[config.mk]
export PLATFORM = sky130hd
export DESIGN_NAME = output_formatter
export DESIGN_NICKNAME = d
export VERILOG_FILES = /design/src/output_formatter_pkg.sv /design/src/output_formatter.sv
export SDC_FILE = /design/constraint.sdc
export NUM_CORES = 1
export LEC_CHECK = 0
export BUFFER_PORTS_ARGS = -buffer_cell sky130_fd_sc_hd__buf_2
export CAP_MARGIN = 20
export CORE_ASPECT_RATIO = 1.2
export CORE_MARGIN = 2
export CORE_UTILIZATION = 50
export DETAILED_ROUTE_END_ITERATION = 6
export PLACE_DENSITY = 0.84
export SLEW_MARGIN = 10
export SYNTH_ARGS = -nofsm -noshare
export SYNTH_HDL_FRONTEND = slang
export SYNTH_SLANG_ARGS = --single-unit
[constraint.sdc]
create_clock -name CORE_CLK -period 4 [get_ports CORE_CLK]
set_input_delay 0.4 -clock CORE_CLK [delete_from_list [all_inputs] [get_ports CORE_CLK]]
set_output_delay 0.4 -clock CORE_CLK [all_outputs]
set_load 0.01 [all_outputs]
[src/output_formatter_pkg.sv]
// Shared constants and carrier types for the parallel output formatter
package output_formatter_pkg;

	// Register byte offsets
	localparam logic [11:0] CTRL_OFFSET   = 12'h000;
	localparam logic [11:0] STATUS_OFFSET = 12'h004;
	localparam logic [11:0] COUNT_OFFSET  = 12'h008;

	// Control register fields and reset value
	localparam int          CTRL_MASTER_BIT = 0;
	localparam logic [31:0] CTRL_RESET      = 32'h0000_0000;

	// Status register field positions
	localparam int STAT_PIN_ASI_BIT    = 0;
	localparam int STAT_PIN_BYP_BIT    = 1;
	localparam int STAT_PIN_SD_BIT     = 2;
	localparam int STAT_MASTER_BIT     = 3;
	localparam int STAT_SMPTE_BIT      = 4;
	localparam int STAT_ASI_BIT        = 5;
	localparam int STAT_THRU_BIT       = 6;
	localparam int STAT_WIDTH20_BIT    = 7;
	localparam int STAT_LOCKED_BIT     = 8;

	// Output clock timing
	localparam logic [7:0] PERIOD_RESET = 8'h02;
	localparam logic [7:0] HALF_MIN     = 8'h01;
	localparam logic [7:0] CNT_MAX      = 8'hff;

	// Mode pins: output rate, video decode bypass, transport select
	typedef struct packed {
		logic sd;
		logic bypass_n;
		logic asi;
	} mode_pins_t;

	localparam mode_pins_t MODE_RESET = 3'h0;

	// One recovered word from the deserializer core
	typedef struct packed {
		logic       valid;
		logic       luma;
		logic       locked;
		logic       sync;
		logic       word_error_flag;
		logic [9:0] data;
	} in_word_t;

	typedef enum logic [1:0] {
		FMT_SMPTE = 2'b00,
		FMT_ASI   = 2'b01,
		FMT_THRU  = 2'b11,
		FMT_NONE  = 2'b10
	} fmt_t;

endpackage : output_formatter_pkg

[src/output_formatter.sv]
// Parallel video output formatter with APB control registers
//
// Decided for this implementation: the address map and the APB slave port.
`timescale 1ns/1ps
`default_nettype none
module output_formatter
	import output_formatter_pkg::*;
(
	input  wire  logic        CORE_CLK,
	input  wire  logic        RST_N,
	input  wire  logic        PSEL,
	input  wire  logic        PENABLE,
	input  wire  logic        PWRITE,
	input  wire  logic [11:0] PADDR,
	input  wire  logic [31:0] PWDATA,
	output var   logic [31:0] PRDATA,
	output var   logic        PREADY,
	output var   logic        PSLVERR,
	input  wire  in_word_t    IN_WORD,
	input  wire  mode_pins_t  DETECTED_MODE,
	input  wire  logic        BUS_WIDTH_SELECT,
	input  wire  mode_pins_t  MODE_IN,
	output var   mode_pins_t  MODE_OUT,
	output var   logic [2:0]  MODE_OE_N,
	output var   logic [19:0] DOUT,
	output var   logic        DOUT_OE_N,
	output var   logic        PCLK,
	output var   logic        PCLK_OE_N
);

	typedef struct packed {
		mode_pins_t  m1;
		mode_pins_t  m2;
		mode_pins_t  m3;
		mode_pins_t  m_filt;
		logic        w1;
		logic        w2;
		logic        w3;
		logic        w_filt;
		logic        master;
		logic [31:0] words;
		logic [9:0]  upper;
		logic        half;
		logic [19:0] dout;
		logic        pclk;
		logic        pclk_pin;
		logic        oe_n;
		logic [7:0]  cnt;
		logic [7:0]  period;
		mode_pins_t  mode_out;
		logic        mode_oe_n;
		logic        pready;
		logic        pslverr;
		logic [31:0] prdata;
	} state_t;

	logic   rst_meta_reg;
	logic   rst_sync_n_reg;
	state_t st_reg;
	state_t st_next;

	// Reset asserts at once and releases two clocks later
	always_ff @(posedge CORE_CLK or negedge RST_N) begin
		if (!RST_N) begin
			rst_meta_reg   <= 1'b0;
			rst_sync_n_reg <= 1'b0;
		end else begin
			rst_meta_reg   <= 1'b1;
			rst_sync_n_reg <= rst_meta_reg;
		end
	end

	mode_pins_t  mode_eff;
	fmt_t        fmt;
	logic        width20;
	logic        launch;
	logic [19:0] word;
	logic [7:0]  half_period;
	logic        access;
	logic [31:0] status;

	always_comb begin
		st_next = st_reg;
		launch  = 1'b0;
		word    = 20'h0_0000;

		// Pins come from outside: three stages, accept when the last two stages agree
		st_next.m1 = MODE_IN;
		st_next.m2 = st_reg.m1;
		st_next.m3 = st_reg.m2;
		if (st_reg.m2 == st_reg.m3) begin
			st_next.m_filt = st_reg.m3;
		end
		st_next.w1 = BUS_WIDTH_SELECT;
		st_next.w2 = st_reg.w1;
		st_next.w3 = st_reg.w2;
		if (st_reg.w2 == st_reg.w3) begin
			st_next.w_filt = st_reg.w3;
		end

		// Master uses its own detection, slave obeys the pins
		mode_eff = st_reg.master ? DETECTED_MODE : st_reg.m_filt;
		if (mode_eff.bypass_n && !mode_eff.asi) begin
			fmt = FMT_SMPTE;
		end else if (!mode_eff.bypass_n && mode_eff.asi && mode_eff.sd) begin
			fmt = FMT_ASI;
		end else if (!mode_eff.bypass_n && !mode_eff.asi
				&& !st_reg.master) begin
			fmt = FMT_THRU;
		end else begin
			fmt = FMT_NONE;
		end
		width20 = st_reg.w_filt && (fmt != FMT_ASI);

		st_next.mode_out  = DETECTED_MODE;
		st_next.mode_oe_n = !st_reg.master;
		st_next.oe_n      = 1'b0;

		if (IN_WORD.valid) begin
			case (fmt)
				FMT_SMPTE: begin
					if (!width20) begin
						launch = 1'b1;
						word   = {IN_WORD.data, 10'h000};
					end else if (IN_WORD.luma) begin
						st_next.upper = IN_WORD.data;
						st_next.half  = 1'b1;
					end else if (st_reg.half) begin
						launch       = 1'b1;
						word         = {st_reg.upper, IN_WORD.data};
						st_next.half = 1'b0;
					end
				end
				FMT_ASI: begin
					launch = 1'b1;
					word   = {IN_WORD.sync, IN_WORD.word_error_flag,
						IN_WORD.data[7:0], 10'h000};
				end
				FMT_THRU: begin
					// Pairs by arrival order only; no alignment here
					if (!width20) begin
						launch = 1'b1;
						word   = {IN_WORD.data, 10'h000};
					end else if (!st_reg.half) begin
						st_next.upper = IN_WORD.data;
						st_next.half  = 1'b1;
					end else begin
						launch       = 1'b1;
						word         = {st_reg.upper, IN_WORD.data};
						st_next.half = 1'b0;
					end
				end
				default: begin
					launch = 1'b1;
					word   = 20'h0_0000;
				end
			endcase
			if (st_reg.master && !IN_WORD.locked) begin
				word = 20'h0_0000;
			end
		end
		if (fmt != FMT_SMPTE && fmt != FMT_THRU) begin
			st_next.half = 1'b0;
		end

		// Clock period is measured from word spacing, so the rate tracks
		// the format; halving is exact only for even spacings
		half_period = st_reg.period >> 1;
		if (half_period < HALF_MIN) begin
			half_period = HALF_MIN;
		end
		if (launch) begin
			st_next.dout   = word;
			st_next.pclk   = 1'b1;
			st_next.cnt    = 8'h01;
			st_next.period = st_reg.cnt;
			st_next.words  = st_reg.words + 32'h0000_0001;
		end else begin
			if (st_reg.cnt != CNT_MAX) begin
				st_next.cnt = st_reg.cnt + 8'h01;
			end
			if (st_reg.cnt >= half_period) begin
				st_next.pclk = 1'b0;
			end
		end
		st_next.pclk_pin = st_next.pclk ^ mode_eff.sd;

		// APB: one wait state, write lands on the completing edge
		access = PSEL && PENABLE;
		status = 32'h0000_0000;
		status[STAT_PIN_ASI_BIT] = mode_eff.asi;
		status[STAT_PIN_BYP_BIT] = mode_eff.bypass_n;
		status[STAT_PIN_SD_BIT]  = mode_eff.sd;
		status[STAT_MASTER_BIT]  = st_reg.master;
		status[STAT_SMPTE_BIT]   = (fmt == FMT_SMPTE);
		status[STAT_ASI_BIT]     = (fmt == FMT_ASI);
		status[STAT_THRU_BIT]    = (fmt == FMT_THRU);
		status[STAT_WIDTH20_BIT] = width20;
		status[STAT_LOCKED_BIT]  = IN_WORD.locked;
		st_next.pready  = 1'b0;
		st_next.pslverr = 1'b0;
		if (access && !st_reg.pready) begin
			st_next.pready = 1'b1;
			st_next.prdata = 32'h0000_0000;
			case (PADDR)
				CTRL_OFFSET: begin
					st_next.prdata[CTRL_MASTER_BIT] = st_reg.master;
				end
				STATUS_OFFSET: begin
					st_next.prdata = status;
				end
				COUNT_OFFSET: begin
					st_next.prdata = st_reg.words;
				end
				default: begin
					st_next.pslverr = 1'b1;
				end
			endcase
		end
		if (access && st_reg.pready && PWRITE && PADDR == CTRL_OFFSET) begin
			st_next.master = PWDATA[CTRL_MASTER_BIT];
		end
	end

	// Reset value forces every output enable high: bus released
	always_ff @(posedge CORE_CLK or negedge rst_sync_n_reg) begin
		if (!rst_sync_n_reg) begin
			st_reg           <= '0;
			st_reg.master    <= CTRL_RESET[CTRL_MASTER_BIT];
			st_reg.m_filt    <= MODE_RESET;
			st_reg.period    <= PERIOD_RESET;
			st_reg.oe_n      <= 1'b1;
			st_reg.mode_oe_n <= 1'b1;
		end else begin
			st_reg <= st_next;
		end
	end

	assign PRDATA    = st_reg.prdata;
	assign PREADY    = st_reg.pready;
	assign PSLVERR   = st_reg.pslverr;
	assign MODE_OUT  = st_reg.mode_out;
	assign MODE_OE_N = {3{st_reg.mode_oe_n}};
	assign DOUT      = st_reg.dout;
	assign DOUT_OE_N = st_reg.oe_n;
	assign PCLK      = st_reg.pclk_pin;
	assign PCLK_OE_N = st_reg.oe_n;

endmodule : output_formatter
`default_nettype wire

======== Word-level counts from Yosys, hierarchy flattened ========
Cells that the tools add are included.
storage, ports and cells
  register bits ........................... 139
  output and inout port bits .............. 63
operators by class
  $add $sub $neg .......................... 2
  $lt $le $gt $ge ......................... 2
  equal/unequal tests ..................... 15
  mux-type cells .......................... 35
  bitwise logic cells ..................... 1
  reduce and logical (&&, ||, !) cells .... 28
operator list
  operator                                                                      count
  20-bit 2-to-1 mux                                                             6
  31-bit case mux with 2 select lines                                           1
  20-bit case mux with 3 select lines                                           1
  34-bit 2-to-1 mux                                                             1
  32-bit by 1-bit adder with 32-bit output, second input constant               1
  11-bit 2-to-1 mux                                                             2
  11-bit case mux with 2 select lines                                           1
  10-bit 2-to-1 mux                                                             2
  8-bit 2-to-1 mux                                                              2
  1-bit logical AND                                                             13
  1-bit 2-to-1 mux                                                              13
  12-bit by 3-bit equality test with 1-bit output, second input constant        1
  12-bit by 4-bit equality test with 1-bit output, second input constant        1
  12-bit logical NOT                                                            1
  2-bit inequality test, second input constant                                  5
  8-bit by 1-bit adder with 8-bit output, second input constant                 1
  8-bit greater-or-equal comparator                                             1
  8-bit inequality test, second input constant                                  1
  2-bit nonzero test                                                            4
  7-bit by 1-bit less-than comparator with 1-bit output, second input constant  1
  7-bit 2-to-1 mux                                                              1
  3-bit by 2-bit inequality test with 1-bit output, second input constant       2
  6-bit AND reduction                                                           1
  1-bit logical NOT                                                             5
  other kinds (14)                                                              15

======== Depth between registers and ports, before layout ========
Gate-level depths: netlist (run 1).
  depth in word-level cells ............... 14
  gate-level depth with buffers ........... 8
  depth with buffers taken out ............ 8

======== Worst setup path before layout (run 1) ========
Ideal clock, no wire load.
  kind .................................... reg2reg
  start point ............................. register st_reg[120] (netlist name)
  end point ............................... register st_reg[78] (netlist name)
  setup time .............................. 0.125 ns
  arrival ................................. 1.688 ns
  path slack .............................. 2.187 ns
  cell stages (with the launch flop) ...... 7
  buffers on the path ..................... 1
  cells stage by stage .................... dfrtp_1 > and4b_2 > buf_6 > nor3_4 > nand2_2 > nor2_4 > mux2_2
between the ends
  cells in the longest elaborated chain, start to end .. 11
RTL lines
  element                                           RTL line                                                                   source
  start: declaration                                output_formatter.sv:59                                                     state_t st_reg;
  start signal: assignment                          output_formatter.sv:235                                                    st_reg <= st_next;
  3-bit 2-to-1 mux                                  output_formatter.sv:102                                                    mode_eff = st_reg.master ? DETECTED_MODE : st_reg.m_filt;
  1-bit logical NOT (on tied branches)              output_formatter.sv:105, output_formatter.sv:107, output_formatter.sv:103
  1-bit logical AND                                 output_formatter.sv:107                                                    end else if (!mode_eff.bypass_n && !mode_eff.asi
  1-bit logical AND                                 output_formatter.sv:108                                                    && !st_reg.master) begin
  1-bit 2-to-1 mux                                  output_formatter.sv:107
  2-bit 2-to-1 mux                                  output_formatter.sv:105                                                    end else if (!mode_eff.bypass_n && mode_eff.asi && mode_eff.sd) begin
  2-bit 2-to-1 mux (*)                              output_formatter.sv:103                                                    if (mode_eff.bypass_n && !mode_eff.asi) begin
  2-bit by 1-bit inequality test with 1-bit output  output_formatter.sv:113                                                    width20 = st_reg.w_filt && (fmt != FMT_ASI);
  1-bit logical AND                                 output_formatter.sv:113
  2-bit inequality test (no source line)            --
  6-bit AND reduction (no source line)              --
Mark *: on every way between the ends. The rest lies on a longest branch, timed or not.
A chain may end at the register's enable or synchronous reset.

======== Worst setup path in the final report (run 1) ========
  start point ............................. register st_reg[120] (netlist name)
  end point ............................... register st_reg[100] (netlist name)
between the ends
  cells in the longest elaborated chain, start to end .. 12
RTL lines
  element                                           RTL line                                                                   source
  3-bit 2-to-1 mux                                  output_formatter.sv:102
  1-bit logical NOT (on tied branches)              output_formatter.sv:105, output_formatter.sv:107, output_formatter.sv:103
  1-bit logical AND                                 output_formatter.sv:107
  1-bit logical AND                                 output_formatter.sv:108
  1-bit 2-to-1 mux                                  output_formatter.sv:107
  2-bit 2-to-1 mux                                  output_formatter.sv:105
  2-bit 2-to-1 mux (*)                              output_formatter.sv:103
  2-bit by 1-bit inequality test with 1-bit output  output_formatter.sv:113
  1-bit logical AND                                 output_formatter.sv:113
  1-bit 2-to-1 mux (on tied branches)               output_formatter.sv:141, output_formatter.sv:122
  1-bit case mux with 2 select lines (*)            output_formatter.sv:120                                                    case (fmt)
  1-bit 2-to-1 mux (*)                              output_formatter.sv:119                                                    if (IN_WORD.valid) begin
Marks and branches as above.

==> qor.txt, run 1 <==
Syn Std Cell Area -> 6680 um2
final hold violation count -> 0
# placed instances -> 822
max reg flops -> 68
Die Span X -> 109 um
yosys warns -> 0
vias in the first global route -> 4687
DRT Pass-1 Iters -> 4
Max-slew headroom -> 0.438
drc violations -> 0
CP startpoint -> st_reg[120]
net switching power -> 947 uW
Fillers -> 1068
GRT overflow -> 0
Hold Crit Depth -> 1
Power Internal -> 2.76 mW
crit-path cells -> and3b_2 > o2111ai_4 > o21a_1 > nand4_1 > xnor2_1
Ant. Diodes -> 0
routed wire length -> 14000 um
commonest non-fill, non-tap cell in the layout -> dfrtp_1
number of antenna violations at the first check in global routing -> 0
placed wire-length estimate -> 9250 um
setup slack, reg-to-reg -> 1.50 ns
vias after detailed routing -> 4704
ys flop type -> dfrtp_1
register area -> 3460 um2
power share of the combinational group -> 0.085
RSZ-0062 raised after global routing -> no
highest metal used -> met4
Post-Synth XOR/XNOR Area -> 0.0512
setup total negative slack -> 0 ns
CTS Root Cell -> clkbuf_16
CP peak stage delay -> 0.73 ns
Final setup viols -> 0
area added between synthesis and finish -> 13.3%
via/cell ratio -> 5.50
mux share of post-synthesis cell area -> 0.0249
clock buffer depth -> 2
post-synth cell types -> 65
P_leak -> 3.69 nW
post-synthesis simple-gate area fraction -> 0.173
Post-Layout Cell Count -> 855
Max Cap Viol -> 0
Reg2Reg Launch Point -> st_reg[120]
combined area of the multi-input logic cells -> 2580 um2
critical path required time -> 4.30 ns
adder-cell share of the synthesized area -> 0.0184
Top Ports -> 134
Synth Area per Inst -> 10.6 um2
final period utilization -> 0.624
CTS Hold Buffers Added -> 1
Worst Reg-to-Reg Cells -> 5
CP Max Fanout -> 25
most frequent cells in the layout -> 134 x dfrtp_1, 102 x buf_2, 93 x nand2_1
Clock Skew -> 0.00875 ns
largest family of logic cells by synthesized area -> simple AND/OR/NAND/NOR gates
sw frac -> 0.255
FP Rows -> 46
CTS H-tree lvls -> 4
Hold/Removal Path Class -> input port to flop
Met2 Wirelength -> 7020 um
Final Max Tran Viols -> 0
Initial Util -> 0.509
CTS tree -> done
GR Util All Layers -> 0.205
largest net degree at the start of global routing -> 76
IO buf count -> 102
Antenna Nets Post-Route -> 0
Bufs and invs on worst path -> 0
layout cells sized above 1 -> 0.271
crit path kind -> flop to flop
synthesized instance count -> 629
Tmin final -> 2.50 ns
Worst setup SP type -> flop
Placer Congestion -> 0.829
syn_nets -> 709
Seq pwr share -> 0.436
fin nets -> 754
Critical Path AT -> 2.80 ns
post-synthesis compound-gate area fraction -> 0.117
CP endpoint kind -> flop
post-cts sizing count -> 0
metal3 WL -> 718 um
DRT iter0 DRCs -> 312
area of the core -> 13100 um2
post-synthesis sequential area ratio -> 0.518
die footprint -> 14300 um2
first-pass GRT wire length -> 22700 um
clock insertion delay at the later pin of the skew report -> 0.42 ns
VDD IR max -> 0.000257 V
Worst Hold End -> st_next[132]
slowest cell on the critical path -> o21a_1
Crit path max-delay family -> compound AO/OA/AOI/OAI gates
Synth area leader -> dfrtp_1
Post-synth EDFFs -> 0
Fmax achieved -> 401 MHz
chip height -> 131 um
Wirelength per Cell -> 16.4 um
M1 WL -> 6030 um
area fraction of the dominant cell type after synthesis -> 0.506
Worst Hold Launch -> MODE_IN[1]
CTS sink count -> 138
flops & latches, synth -> 138
Worst Tran Pin Value -> 0.843 ns
status -> finished clean
Pwr per Cell Area -> 490 nW/um2
Crit Reg-Reg Endpoint -> st_reg[100]
CTS buffer count -> 17
clock slew at reported path FFs -> 0.06 ns
setup repair bufs after CTS -> 0
Clk network pwr share -> 0.479
Post-synth ARST share -> 1.00
top post-synthesis cells by area -> dfrtp_1 51%, buf_4 6.9%, nand2_1 5.2%
==> metal layers <==
layer | vias to the layer above | GRT usage
met5 | - | 0
met4 | 0 | 0.0737
met3 | 21 | 0.0441
met2 | 142 | 0.340
met1 | 2318 | 0.265
li1 | 2223 | -
==> cell families (layout without fill, tap and decap cells) <==
logic type	count (synthesis)	in the layout
AND/OR/NAND/NOR	220	220
flip-flops	138	138
buffers and inverters	105	163
AO/OA/AOI/OAI	100	100
XOR/XNOR	39	39
multiplexers	15	15
adder cells (fa/ha/maj)	10	10
other	2	2
==> worst reg2reg max path, stage by stage (launching register included) <==
cell and delay, ns:
dfrtp_1 0.57, and3b_2 0.35, o2111ai_4 0.37, o21a_1 0.73, nand4_1 0.20, xnor2_1 0.17
==> area by class of cell <==
class	count	area share
timing repair buffer	105	0.0725
sequential	138	0.458
inverter	26	0.0129
clock inverter	15	0.0316
multi-input combinational	386	0.341
clock buffer	17	0.0562
tap	168	0.0278
==> power by group through the flow <==
stage               logic (mW)  registers [mW]  clock network, mW
global placement         0.299            1.63                  0
CTS                      0.318            1.61               1.79
finish                   0.315            1.62               1.78
global route             0.349            1.63               1.85
floorplan                0.224            1.62                  0
detailed placement       0.311            1.63                  0
==> worst max path at each step <==
stage / to / slack, ns / depth (start not counted)
final: st_reg[100] / 1.50 / 5
after global routing: PCLK / 1.30 / 5
after CTS: PCLK / 1.52 / 5
after detailed placement: PCLK / 1.52 / 5
after global placement: st_reg[100] / 1.55 / 5
after floorplan: DOUT[0] / 1.71 / 0
==> synth_stat cells (all sizes together) (5+ instances only) <==
library cell / instances
dfrtp: 135
and3: 8
a21oi: 5
nand3: 40
nand2: 95
clkbuf: 11
a22o: 10
a22oi: 24
nor3: 16
xnor2: 20
mux2: 13
o221ai: 8
buf: 68
o21ai: 30
ha: 9
nand4: 8
nor4: 10
xor2: 19
inv: 26
nor2: 24
==> metrics by stage <==
step	power [mW]	area, um2	utilization	hold WS, ns	worst slack (ns)
3_3_place_gp	1.93	6890	0.525	0.189	1.55
3_5_place_dp	1.95	6890	0.525	0.187	1.52
6_report	3.71	7560	0.576	0.0829	1.50
4_1_cts	3.72	7560	0.576	0.0749	1.52
2_1_floorplan	1.84	6680	-	0.104	1.71
5_1_grt	3.83	7560	0.576	0.0735	1.30
No activity file was read; power rests on OpenSTA's default activity.
==> run 2: changes to the inputs <==
Settings changed: CORE_UTILIZATION 50 to 55, PLACE_DENSITY 0.84 to 0.88.
Clock period 4 ns to 2.5 ns, I/O delays scaled along.
==> qor.txt, run 2 (synthesized netlist as in run 1, its figures left out) <==
CP Max Fanout -> 12
setup slack, reg-to-reg -> 0.31 ns
GRT overflow -> 0
first-pass GRT wire length -> 24700 um
Hold Crit Depth -> 1
sw frac -> 0.271
slowest cell on the critical path -> dfrtp_1
drc violations -> 0
Pwr per Cell Area -> 728 nW/um2
RSZ-0062 raised after global routing -> no
setup total negative slack -> 0 ns
crit-path cells -> and4b_2 > nor2_1 > a31oi_1 > o21ai_1 > o221ai_1
CP peak stage delay -> 0.50 ns
Die Span X -> 105 um
Crit Reg-Reg Endpoint -> DOUT[17]
Power Internal -> 4.01 mW
Critical Path AT -> 2.47 ns
max reg flops -> 68
Crit path max-delay family -> compound AO/OA/AOI/OAI gates
status -> finished clean
CTS H-tree lvls -> 4
via/cell ratio -> 5.84
Ant. Diodes -> 0
Bufs and invs on worst path -> 0
Clock Skew -> 0.00908 ns
clock slew at reported path FFs -> 0.06 ns
Reg2Reg Launch Point -> st_reg[120]
largest net degree at the start of global routing -> 84
Worst Tran Pin Value -> 0.813 ns
Clk network pwr share -> 0.431
most frequent cells in the layout -> 134 x dfrtp_1, 102 x buf_2, 93 x nand2_1
Max-slew headroom -> 0.454
commonest non-fill, non-tap cell in the layout -> dfrtp_1
Worst Reg-to-Reg Cells -> 5
IO buf count -> 102
vias in the first global route -> 4992
final period utilization -> 0.878
critical path required time -> 2.77 ns
Tmin final -> 2.19 ns
CTS tree -> done
CP endpoint kind -> flop
CTS sink count -> 138
Initial Util -> 0.556
vias after detailed routing -> 5010
CTS Root Cell -> clkbuf_16
die footprint -> 13000 um2
Fillers -> 916
crit path kind -> flop to flop
placed wire-length estimate -> 9970 um
Seq pwr share -> 0.468
P_leak -> 3.69 nW
Top Ports -> 134
Final Power -> 5.50 mW
DRT Pass-1 Iters -> 5
layout cells sized above 1 -> 0.273
Final Max Tran Viols -> 0
VDD IR max -> 0.000536 V
area added between synthesis and finish -> 13.2%
clock insertion delay at the later pin of the skew report -> 0.43 ns
DRT iter0 DRCs -> 402
Max Cap Viol -> 0
Worst Hold End -> MODE_OUT[1]
net switching power -> 1.49 mW
worst setup slack after layout -> 0.305 ns
number of antenna violations at the first check in global routing -> 0
final hold violation count -> 0
Worst Hold Launch -> DETECTED_MODE[1]
power share of the combinational group -> 0.102
fin nets -> 764
clock buffer depth -> 2
Placer Congestion -> 0.848
Antenna Nets Post-Route -> 0
Hold/Removal Path Class -> input port to flop
chip height -> 125 um
WP depth -> 5
Wirelength per Cell -> 17.3 um
worst slack, placed -> 0.336 ns
GR Util All Layers -> 0.237
Fmax achieved -> 456 MHz
CTS buffer count -> 17
Final setup viols -> 0
routed wire length -> 14800 um
Worst setup SP type -> flop
worst hold margin -> 0.0132 ns
area of the core -> 12000 um2
FP Rows -> 44
## run 2: final cells by class
| type | instances | area (um2) | share of cell area |
|---|---|---|---|
| multi-input cells | 386 | 2580 | 0.342 |
| clock buffers | 18 | 429 | 0.0568 |
| clock inverters | 14 | 125 | 0.0166 |
| well taps | 161 | 201 | 0.0267 |
| repair buffers | 115 | 661 | 0.0874 |
| flip-flops and latches | 138 | 3460 | 0.458 |
| inverters | 26 | 97.6 | 0.0129 |
## run 2: what timing repair did
item | CTS | global route
buffers inserted | 0 | 0
resized for setup | 0 | 0
endpoints found under the hold margin | 7 | 0
hold buffers | 6 | 0
## run 2: power by group through the flow
stage	clock [mW]	combinational, mW	sequential, mW
after floorplan	0	0.358	2.59
after global placement	0	0.502	2.58
after detailed placement	0	0.541	2.60
after CTS	2.38	0.558	2.56
after global routing	2.48	0.618	2.59
final	2.37	0.559	2.57
## run 2: stage by stage
stage	util	std cells	area (um2)
6_report	0.630	858	7560
3_3_place_gp	0.579	820	6940
3_5_place_dp	0.579	820	6940
2_1_floorplan	-	629	6680
5_1_grt	0.630	858	7560
4_1_cts	0.630	858	7560
## run 2: worst max path at each step
stage / from / endpoint / slack (ns)
3_5_place_dp: st_reg[120] / DOUT[17] / 0.34
5_1_grt: st_reg[120] / DOUT[17] / 0.15
6_report: st_reg[120] / DOUT[17] / 0.31
3_3_place_gp: st_reg[120] / DOUT[17] / 0.47
4_1_cts: st_reg[120] / DOUT[17] / 0.35
2_1_floorplan: rst_sync_n_reg / DOUT[0] / 0.21
## run 2: per-layer routing
layer	global-route usage	share of wire	vias up	wire length [um]
met5	0	0	-	0
met4	0.109	0.032	0	481
met3	0.0638	0.068	49	1000
met2	0.400	0.52	251	7670
met1	0.283	0.38	2468	5690
li1	-	-	2242	-
==> run 3: changes to the inputs <==
Settings changed: RECOVER_POWER set to 100.
==> qor.txt, run 3 (synthesized netlist as in run 1, its figures left out) <==
Initial Util -> 0.556
first-pass GRT wire length -> 24700 um
area added between synthesis and finish -> 10.7%
Top Ports -> 134
Antenna Nets Post-Route -> 0
clock insertion delay at the later pin of the skew report -> 0.43 ns
Placer Congestion -> 0.848
most frequent cells in the layout -> 134 x dfrtp_1, 94 x nand2_1, 69 x clkbuf_1
placed wire-length estimate -> 9970 um
Ant. Diodes -> 0
RSZ-0062 raised after global routing -> no
crit path to -> DOUT[17]
Worst Tran Pin Value -> 1.77 ns
Reg2Reg Launch Point -> st_reg[120]
post-cts sizing count -> 0
status -> finished, violations left
CP Max Fanout -> 12
Die Span X -> 105 um
Tmin final -> 2.27 ns
Crit Reg-Reg Endpoint -> DOUT[17]
Max Cap Viol -> 1
vias after detailed routing -> 4989
P_leak -> 3.40 nW
CTS tree -> done
commonest non-fill, non-tap cell in the layout -> dfrtp_1
FP Rows -> 44
vias in the first global route -> 4992
CP startpoint -> st_reg[120]
drc violations -> 0
crit path kind -> flop to flop
Wirelength per Cell -> 17.2 um
CP endpoint kind -> flop
CTS Root Cell -> clkbuf_16
failing checks -> capacitance limit, slew limit
routed wire length -> 14800 um
CTS buffer count -> 17
DRT Pass-1 Iters -> 5
Pwr per Cell Area -> 740 nW/um2
Clock Skew -> 0.00878 ns
final period utilization -> 0.906
Fillers -> 961
setup total negative slack -> 0 ns
Final setup viols -> 0
Critical Path AT -> 2.54 ns
VDD IR max -> 0.000535 V
number of antenna violations at the first check in global routing -> 0
GR Util All Layers -> 0.237
clock slew at reported path FFs -> 0.06 ns
Util after Layout -> 0.616
Worst setup SP type -> flop
Hold/Removal Path Class -> input port to flop
die footprint -> 13000 um2
DRT iter0 DRCs -> 395
GRT overflow -> 0
critical path required time -> 2.77 ns
final hold violation count -> 0
Worst Reg-to-Reg Cells -> 6
clock buffer depth -> 2
largest net degree at the start of global routing -> 84
max reg flops -> 68
layout cells sized above 1 -> 0.162
chip height -> 125 um
CTS sink count -> 138
Max-slew headroom -> -0.179
IO buf count -> 102
area of the core -> 12000 um2
via/cell ratio -> 5.81
fin nets -> 764
Fmax achieved -> 441 MHz
CTS H-tree lvls -> 4
Final Max Tran Viols -> 84
setup slack, reg-to-reg -> 0.23 ns
[run 3: changes by cell type in the layout (fill, tap and decap cells not counted), moves of 2 or more]
cell / change
o21ai_1: -4
nor4_2: -2
clkbuf_2: +3
buf_4: -3
clkbuf_1: +68
nor4_1: +2
buf_12: -2
buf_2: -66
o21ai_0: +5
[run 3: what timing repair did]
action                     CTS  global route
hold endpoints to repair     7             0
hold buffers                 6             0
setup endpoints to repair    0             0
buffers inserted             0             0
[run 3: area by class of cell]
class | count | area (um2) | area share
clock buffer | 18 | 429 | 0.0581
clock inverter | 14 | 125 | 0.0169
inverter | 26 | 97.6 | 0.0132
multi-input combinational | 386 | 2540 | 0.343
sequential | 138 | 3460 | 0.468
tap | 161 | 201 | 0.0273
timing repair buffer | 115 | 538 | 0.0728
[run 3: critical path, cell delays in order, from the launching register on]
cell and delay, ns:
dfrtp_1 0.55, clkbuf_1 0.27, inv_1 0.17, o21ai_0 0.32, a31oi_1 0.15, o21ai_1 0.43
o221ai_1 0.23
[run 3: per-stage QoR]
stage          hold WS [ns]  setup WS (ns)  total power, mW  instances  cell area, um2
2_1_floorplan       -0.0456          0.209             2.95        629            6680
3_3_place_gp         0.0389          0.466             3.09        820            6940
3_5_place_dp         0.0414          0.336             3.14        820            6940
4_1_cts             0.00978          0.347             5.51        858            7560
5_1_grt              0.0566         0.0928             5.68        858            7390
6_report             0.0592          0.234             5.47        858            7390
[run 3: per-layer routing]
layer	track usage	routed length, um	vias to the layer above
li1	-	-	2250
met1	0.283	5790	2484
met2	0.400	7620	205
met3	0.0638	881	50
met4	0.109	486	0
met5	0	0	-
[run 3: how the worst min path moves through the flow]
stage,startpoint,slack (ns),end,cells after the start
CTS,DETECTED_MODE[1],0.01,MODE_OUT[1],1
finish,IN_WORD[11],0.06,DOUT[19],3
floorplan,RST_N,-0.05,rst_meta_reg,0
global route,DETECTED_MODE[1],0.06,MODE_OUT[1],1
global placement,RST_N,0.04,rst_meta_reg,1
detailed placement,RST_N,0.04,rst_meta_reg,1
[run 3: report_power, final]
group / switching (mW) / leakage [nW] / internal, mW
combinational: 0.313 / 1.35 / 0.229
sequential: 0.170 / 1.78 / 2.40
clock: 0.993 / 0.266 / 1.37
